$ cat src/hw/pia_pkg.sv
`default_nettype none
package pia_pkg;
  // ----------------------------------------------------------------
  // sizes
  // ----------------------------------------------------------------
  localparam int NUM_SRC   = 82;
  localparam int SRC_W     = 7;
  localparam int DATA_W    = 16;
  localparam int RAW_W     = 5;
  localparam int VADDR_W   = 21;
  localparam int NUM_PRIO  = 10;
  localparam int NUM_PEND  = 6;

  // ----------------------------------------------------------------
  // register offsets (word offsets from the module base)
  // ----------------------------------------------------------------
  localparam logic [4:0] OFF_PRIO_FIRST = 5'h00;
  localparam logic [4:0] OFF_PRIO_LAST  = 5'h09;
  localparam logic [4:0] OFF_VBASE      = 5'h0a;
  localparam logic [4:0] OFF_FMATCH0    = 5'h0b;
  localparam logic [4:0] OFF_FVLOW0     = 5'h0c;
  localparam logic [4:0] OFF_FVHIGH0    = 5'h0d;
  localparam logic [4:0] OFF_FMATCH1    = 5'h0e;
  localparam logic [4:0] OFF_FVLOW1     = 5'h0f;
  localparam logic [4:0] OFF_FVHIGH1    = 5'h10;
  localparam logic [4:0] OFF_PEND_FIRST = 5'h11;
  localparam logic [4:0] OFF_PEND_LAST  = 5'h16;
  localparam logic [4:0] OFF_CTRL       = 5'h1d;

  // ----------------------------------------------------------------
  // writable bit masks and reset values
  // ----------------------------------------------------------------
  localparam logic [15:0] PRIO0_MASK = 16'h3c00;
  localparam logic [15:0] PRIO1_MASK = 16'h003f;
  localparam logic [15:0] PRIO2_MASK = 16'hffcf;
  localparam logic [15:0] PRIO_MASK  = 16'hffff;
  localparam logic [15:0] VBASE_MASK = 16'h3fff;
  localparam logic [15:0] FMATCH_MASK = 16'h007f;
  localparam logic [15:0] FVHIGH_MASK = 16'h001f;
  localparam logic [15:0] CTRL_WMASK = 16'h0003;
  localparam logic [15:0] REG_RST    = 16'h0000;
  localparam logic [20:0] INIT_ADDR  = 21'h0_0000;

  // ----------------------------------------------------------------
  // source groups, levels and control fields
  // ----------------------------------------------------------------
  localparam int FIXED_SRC    = 13;
  localparam int SRC_SOFT_LOW = 12;
  localparam int DBG_FIRST    = 13;
  localparam int GEN_FIRST    = 18;
  localparam int SRC_EXT_A    = 18;
  localparam int SRC_EXT_B    = 19;
  localparam logic [1:0] LVL_FIXED = 2'h3;
  localparam logic [1:0] LVL_SOFT  = 2'h0;
  localparam logic [1:0] LVL_FAST  = 2'h2;
  localparam int CTRL_EDGE_A  = 0;
  localparam int CTRL_EDGE_B  = 1;
  localparam int CTRL_IND_LSB = 2;

  // ----------------------------------------------------------------
  // types
  // ----------------------------------------------------------------
  typedef struct packed {
    logic        wr;
    logic        rd;
    logic [4:0]  addr;
    logic [15:0] wdata;
  } pia_bus_t;

  typedef enum logic {ST_BOOT, ST_RUN} pia_state_t;
  typedef enum logic {MODE_FUNC, MODE_LOWPWR} pia_mode_t;
endpackage
`default_nettype wire

$ cat src/hw/pia_irq_arbiter.sv
`default_nettype none
// Operation
// - every source above the fixed ones except source 20, whose field is reserved, gets one of three levels from the priority registers
// - fixed sources ignore the priority registers and keep a constant level
// - within a level the lowest numbered active source wins
// - core is told when a serviceable request exists and where to jump
// - normal vector is the table base joined with the vector number
// - core mask bits permit level at or above the mask value
// - level indication 00 idle or lowest soft, 11 for levels 2 and 3
// - level 2 winner matching a fast match uses the fast address
// - fast decision is made before the core fetches the vector
// - in wait or stop a pending request asks the clock unit to wake
// - only requests enabled before low power can wake the core
// - external requests are low level sensitive in wait and stop
// - initial program address is driven after reset
// - registers sit on the peripheral bus at base plus word offset
// - block leaves reset in functional mode
// - first priority register holds fields at 13-12 and 11-10, resets zero
// - debug fields: 00 off, 01 10 11 select levels 1 2 3
// - peripheral fields: 00 off, 01 10 11 select levels 0 1 2
// - reserved priority bits read zero and ignore writes
module pia_irq_arbiter (
  // clock and reset
  input  wire logic                   clk_i,
  input  wire logic                   rst_i,
  // peripheral bus slave
  input  wire pia_pkg::pia_bus_t      bus_i,
  output logic [15:0]                 rdata_o,
  // interrupt sources
  input  wire logic [81:0]            irq_src_i,
  input  wire logic                   ext_irq_a_n_i,
  input  wire logic                   ext_irq_b_n_i,
  // processor core
  input  wire logic [1:0]             core_mask_i,
  input  wire logic                   core_ack_i,
  input  wire logic                   core_rti_i,
  output logic                        core_irq_o,
  output logic                        core_fast_o,
  output logic [20:0]                 core_vec_o,
  output logic                        boot_o,
  // system integration unit
  input  wire logic                   low_power_i,
  output logic                        wake_o
);

  // ----------------------------------------------------------------
  // registers
  // ----------------------------------------------------------------
  logic [15:0]         prio_reg [pia_pkg::NUM_PRIO];
  logic [15:0]         vbase_reg;
  logic [15:0]         fmatch0_reg;
  logic [15:0]         fvlow0_reg;
  logic [15:0]         fvhigh0_reg;
  logic [15:0]         fmatch1_reg;
  logic [15:0]         fvlow1_reg;
  logic [15:0]         fvhigh1_reg;
  logic [1:0]          edge_sel_reg;
  logic [1:0]          ind_reg;
  logic [1:0]          pres_lvl_reg;
  logic [6:0]          pres_src_reg;
  logic                ext_a_prev_reg;
  logic                ext_b_prev_reg;
  logic                ext_a_lat_reg;
  logic                ext_b_lat_reg;
  logic [15:0]         rdata_reg;
  logic                irq_reg;
  logic                fast_reg;
  logic [20:0]         vec_reg;
  logic                wake_reg;
  logic                boot_reg;
  pia_pkg::pia_state_t state_reg;
  pia_pkg::pia_mode_t  mode_reg;

  // ----------------------------------------------------------------
  // address decode and write masks
  // ----------------------------------------------------------------
  wire        lowpwr     = (mode_reg == pia_pkg::MODE_LOWPWR);
  wire        is_prio    = (bus_i.addr <= pia_pkg::OFF_PRIO_LAST);
  wire        is_pend    = (bus_i.addr >= pia_pkg::OFF_PEND_FIRST) &&
                           (bus_i.addr <= pia_pkg::OFF_PEND_LAST);
  wire [3:0]  prio_idx   = bus_i.addr[3:0];
  wire [2:0]  pend_idx   = 3'(bus_i.addr - pia_pkg::OFF_PEND_FIRST);
  logic [15:0] prio_wmask;
  assign prio_wmask = (prio_idx == 4'h0) ? pia_pkg::PRIO0_MASK :
                      (prio_idx == 4'h1) ? pia_pkg::PRIO1_MASK :
                      (prio_idx == 4'h2) ? pia_pkg::PRIO2_MASK :
                                           pia_pkg::PRIO_MASK;
  wire [15:0] wmasked    = bus_i.wdata & prio_wmask;

  // ----------------------------------------------------------------
  // external request capture
  // ----------------------------------------------------------------
  wire ext_a_fall = ext_a_prev_reg & ~ext_irq_a_n_i;
  wire ext_b_fall = ext_b_prev_reg & ~ext_irq_b_n_i;
  wire ack_a      = core_ack_i && (pres_src_reg == 7'(pia_pkg::SRC_EXT_A));
  wire ack_b      = core_ack_i && (pres_src_reg == 7'(pia_pkg::SRC_EXT_B));
  // a new edge beats a clearing acknowledge in the same cycle
  wire ext_a_lat_next = ext_a_fall | (ext_a_lat_reg & ~ack_a);
  wire ext_b_lat_next = ext_b_fall | (ext_b_lat_reg & ~ack_b);
  // edge mode only while clocks run; low power forces level sensing
  wire ext_a_req = (edge_sel_reg[0] && !lowpwr) ? ext_a_lat_reg
                                                 : ~ext_irq_a_n_i;
  wire ext_b_req = (edge_sel_reg[1] && !lowpwr) ? ext_b_lat_reg
                                                 : ~ext_irq_b_n_i;

  logic [81:0] req;
  always_comb begin
    req                       = irq_src_i;
    req[pia_pkg::SRC_EXT_A]   = ext_a_req;
    req[pia_pkg::SRC_EXT_B]   = ext_b_req;
  end

  // ----------------------------------------------------------------
  // per source enable and level
  // ----------------------------------------------------------------
  logic [81:0] src_en;
  logic [1:0]  src_lvl [pia_pkg::NUM_SRC];
  logic [81:0] lvl_vec [4];

  for (genvar s = 0; s < pia_pkg::NUM_SRC; s++) begin : g_src
    if (s < pia_pkg::FIXED_SRC) begin : g_fixed
      // constant level, not reachable from software
      assign src_en[s]  = 1'b1;
      assign src_lvl[s] = (s == pia_pkg::SRC_SOFT_LOW) ? pia_pkg::LVL_SOFT
                                                       : pia_pkg::LVL_FIXED;
    end else if (s < pia_pkg::GEN_FIRST) begin : g_dbg
      localparam int IDX = s - pia_pkg::DBG_FIRST;
      localparam int RG  = (IDX < 2) ? 0 : 1;
      localparam int LSB = (IDX < 2) ? (12 - 2 * IDX) : (4 - 2 * (IDX - 2));
      wire [1:0] code = prio_reg[RG][LSB +: 2];
      assign src_en[s]  = (code != 2'h0);
      assign src_lvl[s] = code;
    end else begin : g_gen
      localparam int IDX = s - pia_pkg::GEN_FIRST;
      localparam int RG  = 2 + IDX / 8;
      localparam int LSB = 2 * (IDX % 8);
      wire [1:0] code = prio_reg[RG][LSB +: 2];
      assign src_en[s]  = (code != 2'h0);
      assign src_lvl[s] = code - 2'h1;
    end
    for (genvar l = 0; l < 4; l++) begin : g_lvl
      // request sorted into its programmed level
      assign lvl_vec[l][s] = req[s] & src_en[s] & (src_lvl[s] == 2'(l));
    end
  end

  // ----------------------------------------------------------------
  // arbitration
  // ----------------------------------------------------------------
  function automatic logic [6:0] first_set(input logic [81:0] v);
    logic [6:0] idx;
    idx = 7'h00;
    for (int i = pia_pkg::NUM_SRC - 1; i >= 0; i--) begin
      if (v[i]) begin
        idx = 7'(i);
      end
    end
    return idx;
  endfunction

  wire [3:0] lvl_any = {|lvl_vec[3], |lvl_vec[2], |lvl_vec[1], |lvl_vec[0]};
  wire       have_any = |lvl_any;
  // highest level that holds a request
  wire [1:0] top_lvl = lvl_any[3] ? 2'h3 :
                       lvl_any[2] ? 2'h2 :
                       lvl_any[1] ? 2'h1 : 2'h0;
  wire [81:0] top_vec = lvl_vec[top_lvl];
  wire [6:0]  win_src = first_set(top_vec);
  wire        permit  = have_any && (top_lvl >= core_mask_i);

  // fast match is resolved here, ahead of the core's vector fetch
  wire fast0 = (top_lvl == pia_pkg::LVL_FAST) && (win_src == fmatch0_reg[6:0]);
  wire fast1 = (top_lvl == pia_pkg::LVL_FAST) && (win_src == fmatch1_reg[6:0]);
  wire [20:0] norm_addr = {vbase_reg[13:0], win_src};
  wire [20:0] fast_addr = fast0 ? {fvhigh0_reg[4:0], fvlow0_reg}
                                : {fvhigh1_reg[4:0], fvlow1_reg};
  wire        fast_hit  = fast0 | fast1;
  wire [20:0] vec_next  = (state_reg == pia_pkg::ST_BOOT) ? pia_pkg::INIT_ADDR :
                          (!permit) ? vec_reg :
                          fast_hit ? fast_addr : norm_addr;

  // wake on any source whose field was enabled before sleeping
  wire wake_next = lowpwr && have_any;

  // level indication encoding of the acknowledged level
  wire [1:0] ind_code = (pres_src_reg == 7'(pia_pkg::SRC_SOFT_LOW)) ? 2'h0 :
                        (pres_lvl_reg == 2'h0) ? 2'h1 :
                        (pres_lvl_reg == 2'h1) ? 2'h2 : 2'h3;
  wire [1:0] ind_next = core_ack_i ? ind_code :
                        core_rti_i ? 2'h0 : ind_reg;

  // ----------------------------------------------------------------
  // read mux
  // ----------------------------------------------------------------
  wire [95:0] pend_all = {14'h0000, req};
  logic [15:0] rd_mux;
  always_comb begin
    if (is_prio) begin
      rd_mux = prio_reg[prio_idx];
    end else if (bus_i.addr == pia_pkg::OFF_VBASE) begin
      rd_mux = vbase_reg;
    end else if (bus_i.addr == pia_pkg::OFF_FMATCH0) begin
      rd_mux = fmatch0_reg;
    end else if (bus_i.addr == pia_pkg::OFF_FVLOW0) begin
      rd_mux = fvlow0_reg;
    end else if (bus_i.addr == pia_pkg::OFF_FVHIGH0) begin
      rd_mux = fvhigh0_reg;
    end else if (bus_i.addr == pia_pkg::OFF_FMATCH1) begin
      rd_mux = fmatch1_reg;
    end else if (bus_i.addr == pia_pkg::OFF_FVLOW1) begin
      rd_mux = fvlow1_reg;
    end else if (bus_i.addr == pia_pkg::OFF_FVHIGH1) begin
      rd_mux = fvhigh1_reg;
    end else if (is_pend) begin
      rd_mux = pend_all[16 * pend_idx +: 16];
    end else if (bus_i.addr == pia_pkg::OFF_CTRL) begin
      rd_mux = {12'h000, ind_reg, edge_sel_reg};
    end else begin
      rd_mux = 16'h0000;
    end
  end

  // ----------------------------------------------------------------
  // register file writes
  // ----------------------------------------------------------------
  always_ff @(posedge clk_i) begin
    if (rst_i) begin
      for (int i = 0; i < pia_pkg::NUM_PRIO; i++) begin
        prio_reg[i] <= pia_pkg::REG_RST;
      end
      vbase_reg    <= pia_pkg::REG_RST;
      fmatch0_reg  <= pia_pkg::REG_RST;
      fvlow0_reg   <= pia_pkg::REG_RST;
      fvhigh0_reg  <= pia_pkg::REG_RST;
      fmatch1_reg  <= pia_pkg::REG_RST;
      fvlow1_reg   <= pia_pkg::REG_RST;
      fvhigh1_reg  <= pia_pkg::REG_RST;
      edge_sel_reg <= 2'h0;
    end else if (bus_i.wr) begin
      // word offset decode on the peripheral bus
      if (is_prio) begin
        prio_reg[prio_idx] <= wmasked;
      end else if (bus_i.addr == pia_pkg::OFF_VBASE) begin
        vbase_reg <= bus_i.wdata & pia_pkg::VBASE_MASK;
      end else if (bus_i.addr == pia_pkg::OFF_FMATCH0) begin
        fmatch0_reg <= bus_i.wdata & pia_pkg::FMATCH_MASK;
      end else if (bus_i.addr == pia_pkg::OFF_FVLOW0) begin
        fvlow0_reg <= bus_i.wdata;
      end else if (bus_i.addr == pia_pkg::OFF_FVHIGH0) begin
        fvhigh0_reg <= bus_i.wdata & pia_pkg::FVHIGH_MASK;
      end else if (bus_i.addr == pia_pkg::OFF_FMATCH1) begin
        fmatch1_reg <= bus_i.wdata & pia_pkg::FMATCH_MASK;
      end else if (bus_i.addr == pia_pkg::OFF_FVLOW1) begin
        fvlow1_reg <= bus_i.wdata;
      end else if (bus_i.addr == pia_pkg::OFF_FVHIGH1) begin
        fvhigh1_reg <= bus_i.wdata & pia_pkg::FVHIGH_MASK;
      end else if (bus_i.addr == pia_pkg::OFF_CTRL) begin
        edge_sel_reg <= bus_i.wdata[1:0];
      end
    end
  end

  // ----------------------------------------------------------------
  // read data, mode and boot sequencing
  // ----------------------------------------------------------------
  always_ff @(posedge clk_i) begin
    if (rst_i) begin
      rdata_reg <= 16'h0000;
      state_reg <= pia_pkg::ST_BOOT;
      boot_reg  <= 1'b1;
      mode_reg  <= pia_pkg::MODE_FUNC;
    end else begin
      rdata_reg <= bus_i.rd ? rd_mux : rdata_reg;
      state_reg <= pia_pkg::ST_RUN;
      boot_reg  <= 1'b0;
      mode_reg  <= low_power_i ? pia_pkg::MODE_LOWPWR : pia_pkg::MODE_FUNC;
    end
  end

  // ----------------------------------------------------------------
  // core request, vector and wake outputs
  // ----------------------------------------------------------------
  always_ff @(posedge clk_i) begin
    if (rst_i) begin
      irq_reg      <= 1'b0;
      fast_reg     <= 1'b0;
      vec_reg      <= pia_pkg::INIT_ADDR;
      pres_lvl_reg <= 2'h0;
      pres_src_reg <= 7'h00;
      wake_reg     <= 1'b0;
      ind_reg      <= 2'h0;
    end else begin
      irq_reg      <= permit && (state_reg == pia_pkg::ST_RUN);
      fast_reg     <= permit && fast_hit && (state_reg == pia_pkg::ST_RUN);
      vec_reg      <= vec_next;
      pres_lvl_reg <= permit ? top_lvl : pres_lvl_reg;
      pres_src_reg <= permit ? win_src : pres_src_reg;
      wake_reg     <= wake_next;
      ind_reg      <= ind_next;
    end
  end

  // ----------------------------------------------------------------
  // external edge detectors
  // ----------------------------------------------------------------
  always_ff @(posedge clk_i) begin
    if (rst_i) begin
      ext_a_prev_reg <= 1'b1;
      ext_b_prev_reg <= 1'b1;
      ext_a_lat_reg  <= 1'b0;
      ext_b_lat_reg  <= 1'b0;
    end else begin
      ext_a_prev_reg <= ext_irq_a_n_i;
      ext_b_prev_reg <= ext_irq_b_n_i;
      ext_a_lat_reg  <= ext_a_lat_next;
      ext_b_lat_reg  <= ext_b_lat_next;
    end
  end

  assign rdata_o     = rdata_reg;
  assign core_irq_o  = irq_reg;
  assign core_fast_o = fast_reg;
  assign core_vec_o  = vec_reg;
  assign boot_o      = boot_reg;
  assign wake_o      = wake_reg;
endmodule
`default_nettype wire

$ cat config.mk
export PLATFORM = sky130hd
export DESIGN_NAME = pia_irq_arbiter
export DESIGN_NICKNAME = d
export VERILOG_FILES = /design/src/hw/pia_pkg.sv /design/src/hw/pia_irq_arbiter.sv
export SDC_FILE = /design/constraint.sdc
export NUM_CORES = 1
export LEC_CHECK = 0
export BUFFER_PORTS_ARGS = -buffer_cell sky130_fd_sc_hd__buf_4
export CAP_MARGIN = 10
export CELL_PAD_IN_SITES_DETAIL_PLACEMENT = 1
export CELL_PAD_IN_SITES_GLOBAL_PLACEMENT = 1
export CORE_ASPECT_RATIO = 0.9
export CORE_MARGIN = 2
export CORE_UTILIZATION = 36
export CTS_CLUSTER_SIZE = 12
export DETAILED_ROUTE_END_ITERATION = 7
export GPL_ROUTABILITY_DRIVEN = 0
export PLACE_DENSITY_LB_ADDON = 0.1
export SETUP_SLACK_MARGIN = 0.5
export SLEW_MARGIN = 20
export SYNTH_ARGS = -nofsm -noshare
export SYNTH_HDL_FRONTEND = slang
export SYNTH_SLANG_ARGS = --single-unit
$ cat constraint.sdc
create_clock -name clk_i -period 7.35 [get_ports clk_i]
set_input_delay 0.735 -clock clk_i [delete_from_list [all_inputs] [get_ports clk_i]]
set_output_delay 0.735 -clock clk_i [all_outputs]
set_load 0.02 [all_outputs]
=== Yosys cells after proc, flatten, opt, wreduce, memory -nomap -nowiden ===
Memories as Yosys holds them, arrays and structs flattened.
Index checks and enable logic that the tools add are counted.

* Bitwise operators: 367
* Reduce and logical (&&, ||, !) cells: 168
* Order comparisons: 5
* Muxes and demuxes: 121
* Equal/unequal tests: 224
* $add $sub $neg: 65
* Shifts and indexed selects: 1

{| class="wikitable"
|+ Operators by type and width
! cell !! count
|-
| $mux W7 || 82
|-
| $and A1 B1 Y1 || 349
|-
| $reduce_or A289 Y1 || 1
|-
| $eq A2 B2 Y1 const B || 139
|-
| $mux W16 || 12
|-
| $bmux W82 S2 || 1
|-
| $mux W82 || 2
|-
| $eq A2 B1 Y1 const B || 70
|-
| $logic_not A2 Y1 || 70
|-
| $reduce_bool A2 Y1 || 70
|-
| $reduce_or A69 Y1 || 2
|-
| $sub A2 B1 Y2 const B || 64
|-
| $shiftx A96 B8 Y16 || 1
|-
| $reduce_or A81 Y1 || 1
|-
| $mux W21 || 2
|-
| $eq A5 B4 Y1 const B || 6
|-
| $and A16 B16 Y16 || 1
|-
| $reduce_or A16 Y1 || 1
|-
| $eq A7 B5 Y1 const B || 2
|-
| $eq A7 B7 Y1 || 2
|-
| $mux W1 || 13
|-
| $not A1 Y1 || 13
|-
| $logic_and A1 B1 Y1 || 12
|-
| $mux W2 || 6
|-
| other kinds (25) || 29
|}

* Register bits after elaboration: 130
* Memories: 1
* Bits in writable memories: 160
* Bits of input ports: 114
* Output and inout port bits: 41
* Word-level logic and storage cells: 975

{| class="wikitable"
|+ Memories
! memory !! words !! width !! read ports !! clocked after memory_dff !! write ports !! RTL line !! text
|-
| prio_reg || 10 || 16 || 11 || 0 || 10 || pia_irq_arbiter.sv:49 || <nowiki>logic [15:0] prio_reg [pia_pkg::NUM_PRIO];</nowiki>
|}

=== Depth between registers and ports, before layout ===
* Word-level depth: 100
* Gate-level depth with buffers: 23
* Gate-level depth less buffers: 17

=== Least setup slack after synthesis ===
Ideal clock, no wire load.

* Path kind: input -> register
* From: input bus_i[17] (netlist name)
* To: memory prio_reg[10][0] (enable)
* Path slack: 2.199 ns
* Required time: 6.941 ns
* Stages on the path: 14
* Path buffers: 7
* Arrival: 4.742 ns
* Cell sequence: clkbuf_1 buf_1 clkbuf_1 clkbuf_1 inv_1 ha_1 clkbuf_1 o21bai_1 a21oi_1 and3_1 clkbuf_1 buf_1 nand2_1 nor3_1

{| class="wikitable"
|+ RTL lines
! item !! RTL line !! text
|-
| from (decl) || pia_irq_arbiter.sv:27 || <nowiki>input wire pia_pkg::pia_bus_t bus_i,</nowiki>
|-
| to (decl) || pia_irq_arbiter.sv:49 ||
|}

==> flow_metrics.py <==
metrics = {
    "status": {
        "outcome": "completed",
    },
    "route": {
        "drtIter0Drc": 4078,
        "wire_per_inst_um": 35.63,
        "dr.pass1.iters": 6,
        "ant_nets": 0,
        "viasPerCell": 6.916,
        "drc": 0,
        "drt-total-wl_um": 133900,
        "num_vias": 25990,
    },
    "sta": {
        "worst_pin_slew_ps": 1118,
        "post-route-min-period_ps": 6774,
        "fin_skew_ps": 23.12,
        "rsz0062_at_grt": "no",
        "finalCritPeriodShare_pct": 92.16,
        "fmax_ghz": 0.1476,
        "drv_slew": 0,
        "max_slew_margin_pct": 23.56,
        "hold_viol": 0,
        "setup_viol": 0,
    },
    "critical_path": {
        "cp.required_ps": 7800,
        "timing.rr.end": "core_vec_o[5]",
        "crit_slowest_cell": "a2111oi_2",
        "end_kind": "flop",
        "critPathBufInv": 4,
        "worstPathCellList": "nand3_1 -> o2111ai_1 -> a311oi_1 -> nand4_1 -> buf_4 -> nor4_2 -> buf_12 -> nand3b_1 -> o21ai_0 -> a311o_1 -> nor2_1 -> a2111oi_2 -> buf_4 -> nand3b_1 -> nand4_1 -> a21boi_0 -> and3_1 -> buf_12 -> mux2i_1 -> o21ai_0",
        "criticalPathCategory": "flop to flop",
        "rr_startpoint": "prio_reg[8][9]",
        "critical-path-top-delay-family": "compound AO/OA/AOI/OAI gates",
        "arrival_ps": 7220,
        "regToRegSetupSlack_ps": 580,
        "reg2reg_depth": 20,
        "slowest_delay_ps": 750,
        "cp_max_fo": 49,
        "cp-start-kind": "flop",
    },
    "clock_tree": {
        "post_cts_buffers": 0,
        "cts_tree": "built",
        "h-tree-depth": 2,
        "cts_hold_buf": 0,
        "cts.path.max_buffers": 3,
        "clkTransAtPathRegs_ps": 60,
        "ctsResizeCount": 0,
        "cts.sinks": 362,
        "clk_latency_ps": 590,
        "cts-root-buf": "clkbuf_16",
        "numCtsBuffers": 41,
    },
    "place": {
        "portBuffers": 152,
        "place_hpwl_um": 101800,
        "place_area_um2": 26530,
    },
    "final_layout": {
        "nFillCells": 7700,
        "nets": 2969,
        "largest_reg_flops": 232,
        "area_growth_pct": 15.04,
        "layout-drive-gt1-share_pct": 15.54,
        "multiInputGateArea_um2": 13840,
        "final_util_pct": 41.67,
        "fin_area_um2": 27830,
        "regArea_um2": 9569,
    },
    "synth": {
        "ys_seq_area_share_pct": 39.56,
        "synthArstFlopShare_pct": 0,
        "yosys-top-cells-area": "edfxtp_1 (29%), dfxtp_1 (11%), mux4_2 (7.8%)",
        "ys_seq_elements": 362,
        "synthDominantCellAreaShare_pct": 28.80,
        "synth_edf_count": 232,
        "mappedNetlistArea_um2": 24190,
        "yosysTopAreaCell": "edfxtp_1",
        "synth_cells": 2699,
        "synth_ff_type": "edfxtp_1",
        "synth.avg_cell_area_um2": 8.962,
        "synth_warnings": 0,
        "synth_cell_types": 102,
    },
    "global_routing": {
        "grt_pass1_vias": 25200,
        "grt_use_total_pct": 37.65,
        "grt_overflow": 0,
        "antenna_found_initial": 24,
        "grt_max_degree": 94,
        "grt_pass1_wl_um": 186500,
    },
    "floorplan": {
        "die_area_um2": 69290,
        "die_h_um": 249.9,
        "start_util_pct": 36.22,
        "io_pins": 155,
        "row_count": 90,
        "dieWidth_um": 277.2,
        "coreArea_um2": 66780,
    },
    "pwr": {
        "power_density_nw_per_um2": 183.6,
        "peakVddDrop_mv": 0.1409,
        "power_leakage_nw": 9.889,
    },
    "run": {
        "drv_cap": 0,
    },
    "min_path": {
        "hold_path_end": "lowpwr",
        "min_from": "low_power_i",
        "min_path_cells": 2,
        "hold_path_class": "primary input to flop",
    },
}
cells by family after synthesis:
family          share of synthesized area, %
mux                                    10.28
other cells                          0.01550
flops                                  39.56
buf+inv                                4.138
simple gates                           29.71
xor+xnor                              0.1811
fa+ha+maj                             0.3621
compound gates                         15.75
metrics by stage:
| stage | std cells | TNS [ps] | hold slack [ps] | total power, W | setup WS, ps |
|---|---|---|---|---|---|
| 2_1_floorplan | 2738 | 0 | 430.8 | 0.002712 | 2199 |
| 3_3_place_gp | 3679 | -338.0 | 439.8 | 0.003124 | -116.0 |
| 3_5_place_dp | 3679 | 0 | 450.5 | 0.003137 | 642.1 |
| 4_1_cts | 3750 | 0 | 367.0 | 0.005067 | 836.9 |
| 5_1_grt | 3752 | 0 | 369.2 | 0.005216 | 505.9 |
| 6_report | 3758 | 0 | 377.3 | 0.005110 | 576.5 |
cell type report:
cell class,instances,area share (%)
diodes,8,0.07194
clock buffers,55,3.997
clock inverters,16,0.4991
inverters,71,0.9577
multi-input cells,2141,49.75
flip-flops and latches,362,34.39
well taps,874,3.930
repair buffers,231,6.412
cells in the mapped netlist (7+ instances only):
cell type	count
a31o_2	8
mux2i_1	55
nand4b_1	7
a311oi_1	13
clkbuf_1	98
or3_1	9
o21ai_0	92
a22oi_1	15
buf_2	38
edfxtp_1	232
o22ai_1	21
inv_1	71
o211ai_1	25
nand4_1	87
and3_1	49
o2111ai_1	28
o21ai_1	11
a31oi_1	14
a211oi_1	41
nor2b_1	55
ha_1	7
nand2b_1	42
a21oi_1	134
or4_1	18
nand3_1	194
and4_1	15
nor2_1	297
dfxtp_1	130
buf_4	7
mux4_2	84
nor4_1	47
a222oi_1	7
nor4b_1	9
o31ai_1	23
nor3_1	65
nor3b_1	15
nand3b_1	83
a2111oi_0	14
or2_2	13
nand2_1	349
buf_1	15
and2_1	17
a22o_1	7
worst register-to-register path, delay by kind of cell (launching register included):
| family | cells | cell delay, ps |
|---|---|---|
| buffers and inverters | 4 | 1020 |
| flip-flops | 1 | 590 |
| AND/OR/NAND/NOR | 8 | 1960 |
| multiplexers | 1 | 360 |
| AO/OA/AOI/OAI | 7 | 2700 |
layout by cell type (no fill, tap or decap), types with 9 or more instances in the layout:
cell / netlist / routed
inv_1: 71 / 71
a211oi_1: 41 / 40
a311oi_1: 13 / 13
nand3_1: 194 / 194
or2_2: 13 / 13
conb_1: 1 / 40
dfxtp_1: 130 / 130
nand2_1: 349 / 349
o21ai_1: 11 / 11
mux2i_1: 55 / 55
nand3b_1: 83 / 83
clkbuf_16: 0 / 41
nand2b_1: 42 / 42
nor4_1: 47 / 44
edfxtp_1: 232 / 232
nor3_1: 65 / 62
o22ai_1: 21 / 21
or3_1: 9 / 9
o31ai_1: 23 / 23
o2111ai_1: 28 / 28
a31oi_1: 14 / 14
a21oi_1: 134 / 133
a22oi_1: 15 / 15
nor2_1: 297 / 297
clkbuf_1: 98 / 10
o211ai_1: 25 / 25
a2111oi_0: 14 / 13
and4_1: 15 / 15
mux4_2: 84 / 84
or4_1: 18 / 18
and2_1: 17 / 16
nor2b_1: 55 / 55
buf_4: 7 / 227
and3_1: 49 / 49
o21ai_0: 92 / 92
nor3b_1: 15 / 14
nor4b_1: 9 / 9
nand4_1: 87 / 87
per-layer routing:
metal  routed length [µm]  vias up  global-route usage (%)
met5                  277        -                   1.802
met4                 8830       22                   20.43
met3                18410      493                   15.75
met2                54850     1909                   54.02
met1                51550    13010                   47.66
li1                     -    10560                       -
power breakdown:
part,total [W],switching (W),internal [W]
sequential,0.00241,0.000171,0.00224
combinational,0.000759,0.000509,0.000251
clock,0.00194,0.000866,0.00107
total,0.00511,0.00155,0.00356
worst max-delay path by stage:
stage / slack [ps] / cells after the start / start / endpoint
after global placement: -120 / 21 / irq_src_i[28] / core_vec_o[6]
after floorplan: 2200 / 14 / bus_i[17] / prio_reg[10][0]
final: 580 / 20 / prio_reg[8][9] / core_vec_o[5]
after detailed placement: 640 / 21 / irq_src_i[28] / core_vec_o[6]
after global routing: 510 / 20 / prio_reg[8][9] / core_vec_o[5]
after CTS: 840 / 20 / prio_reg[3][9] / core_vec_o[6]
Note: power is estimated with default switching activity, not from simulation.
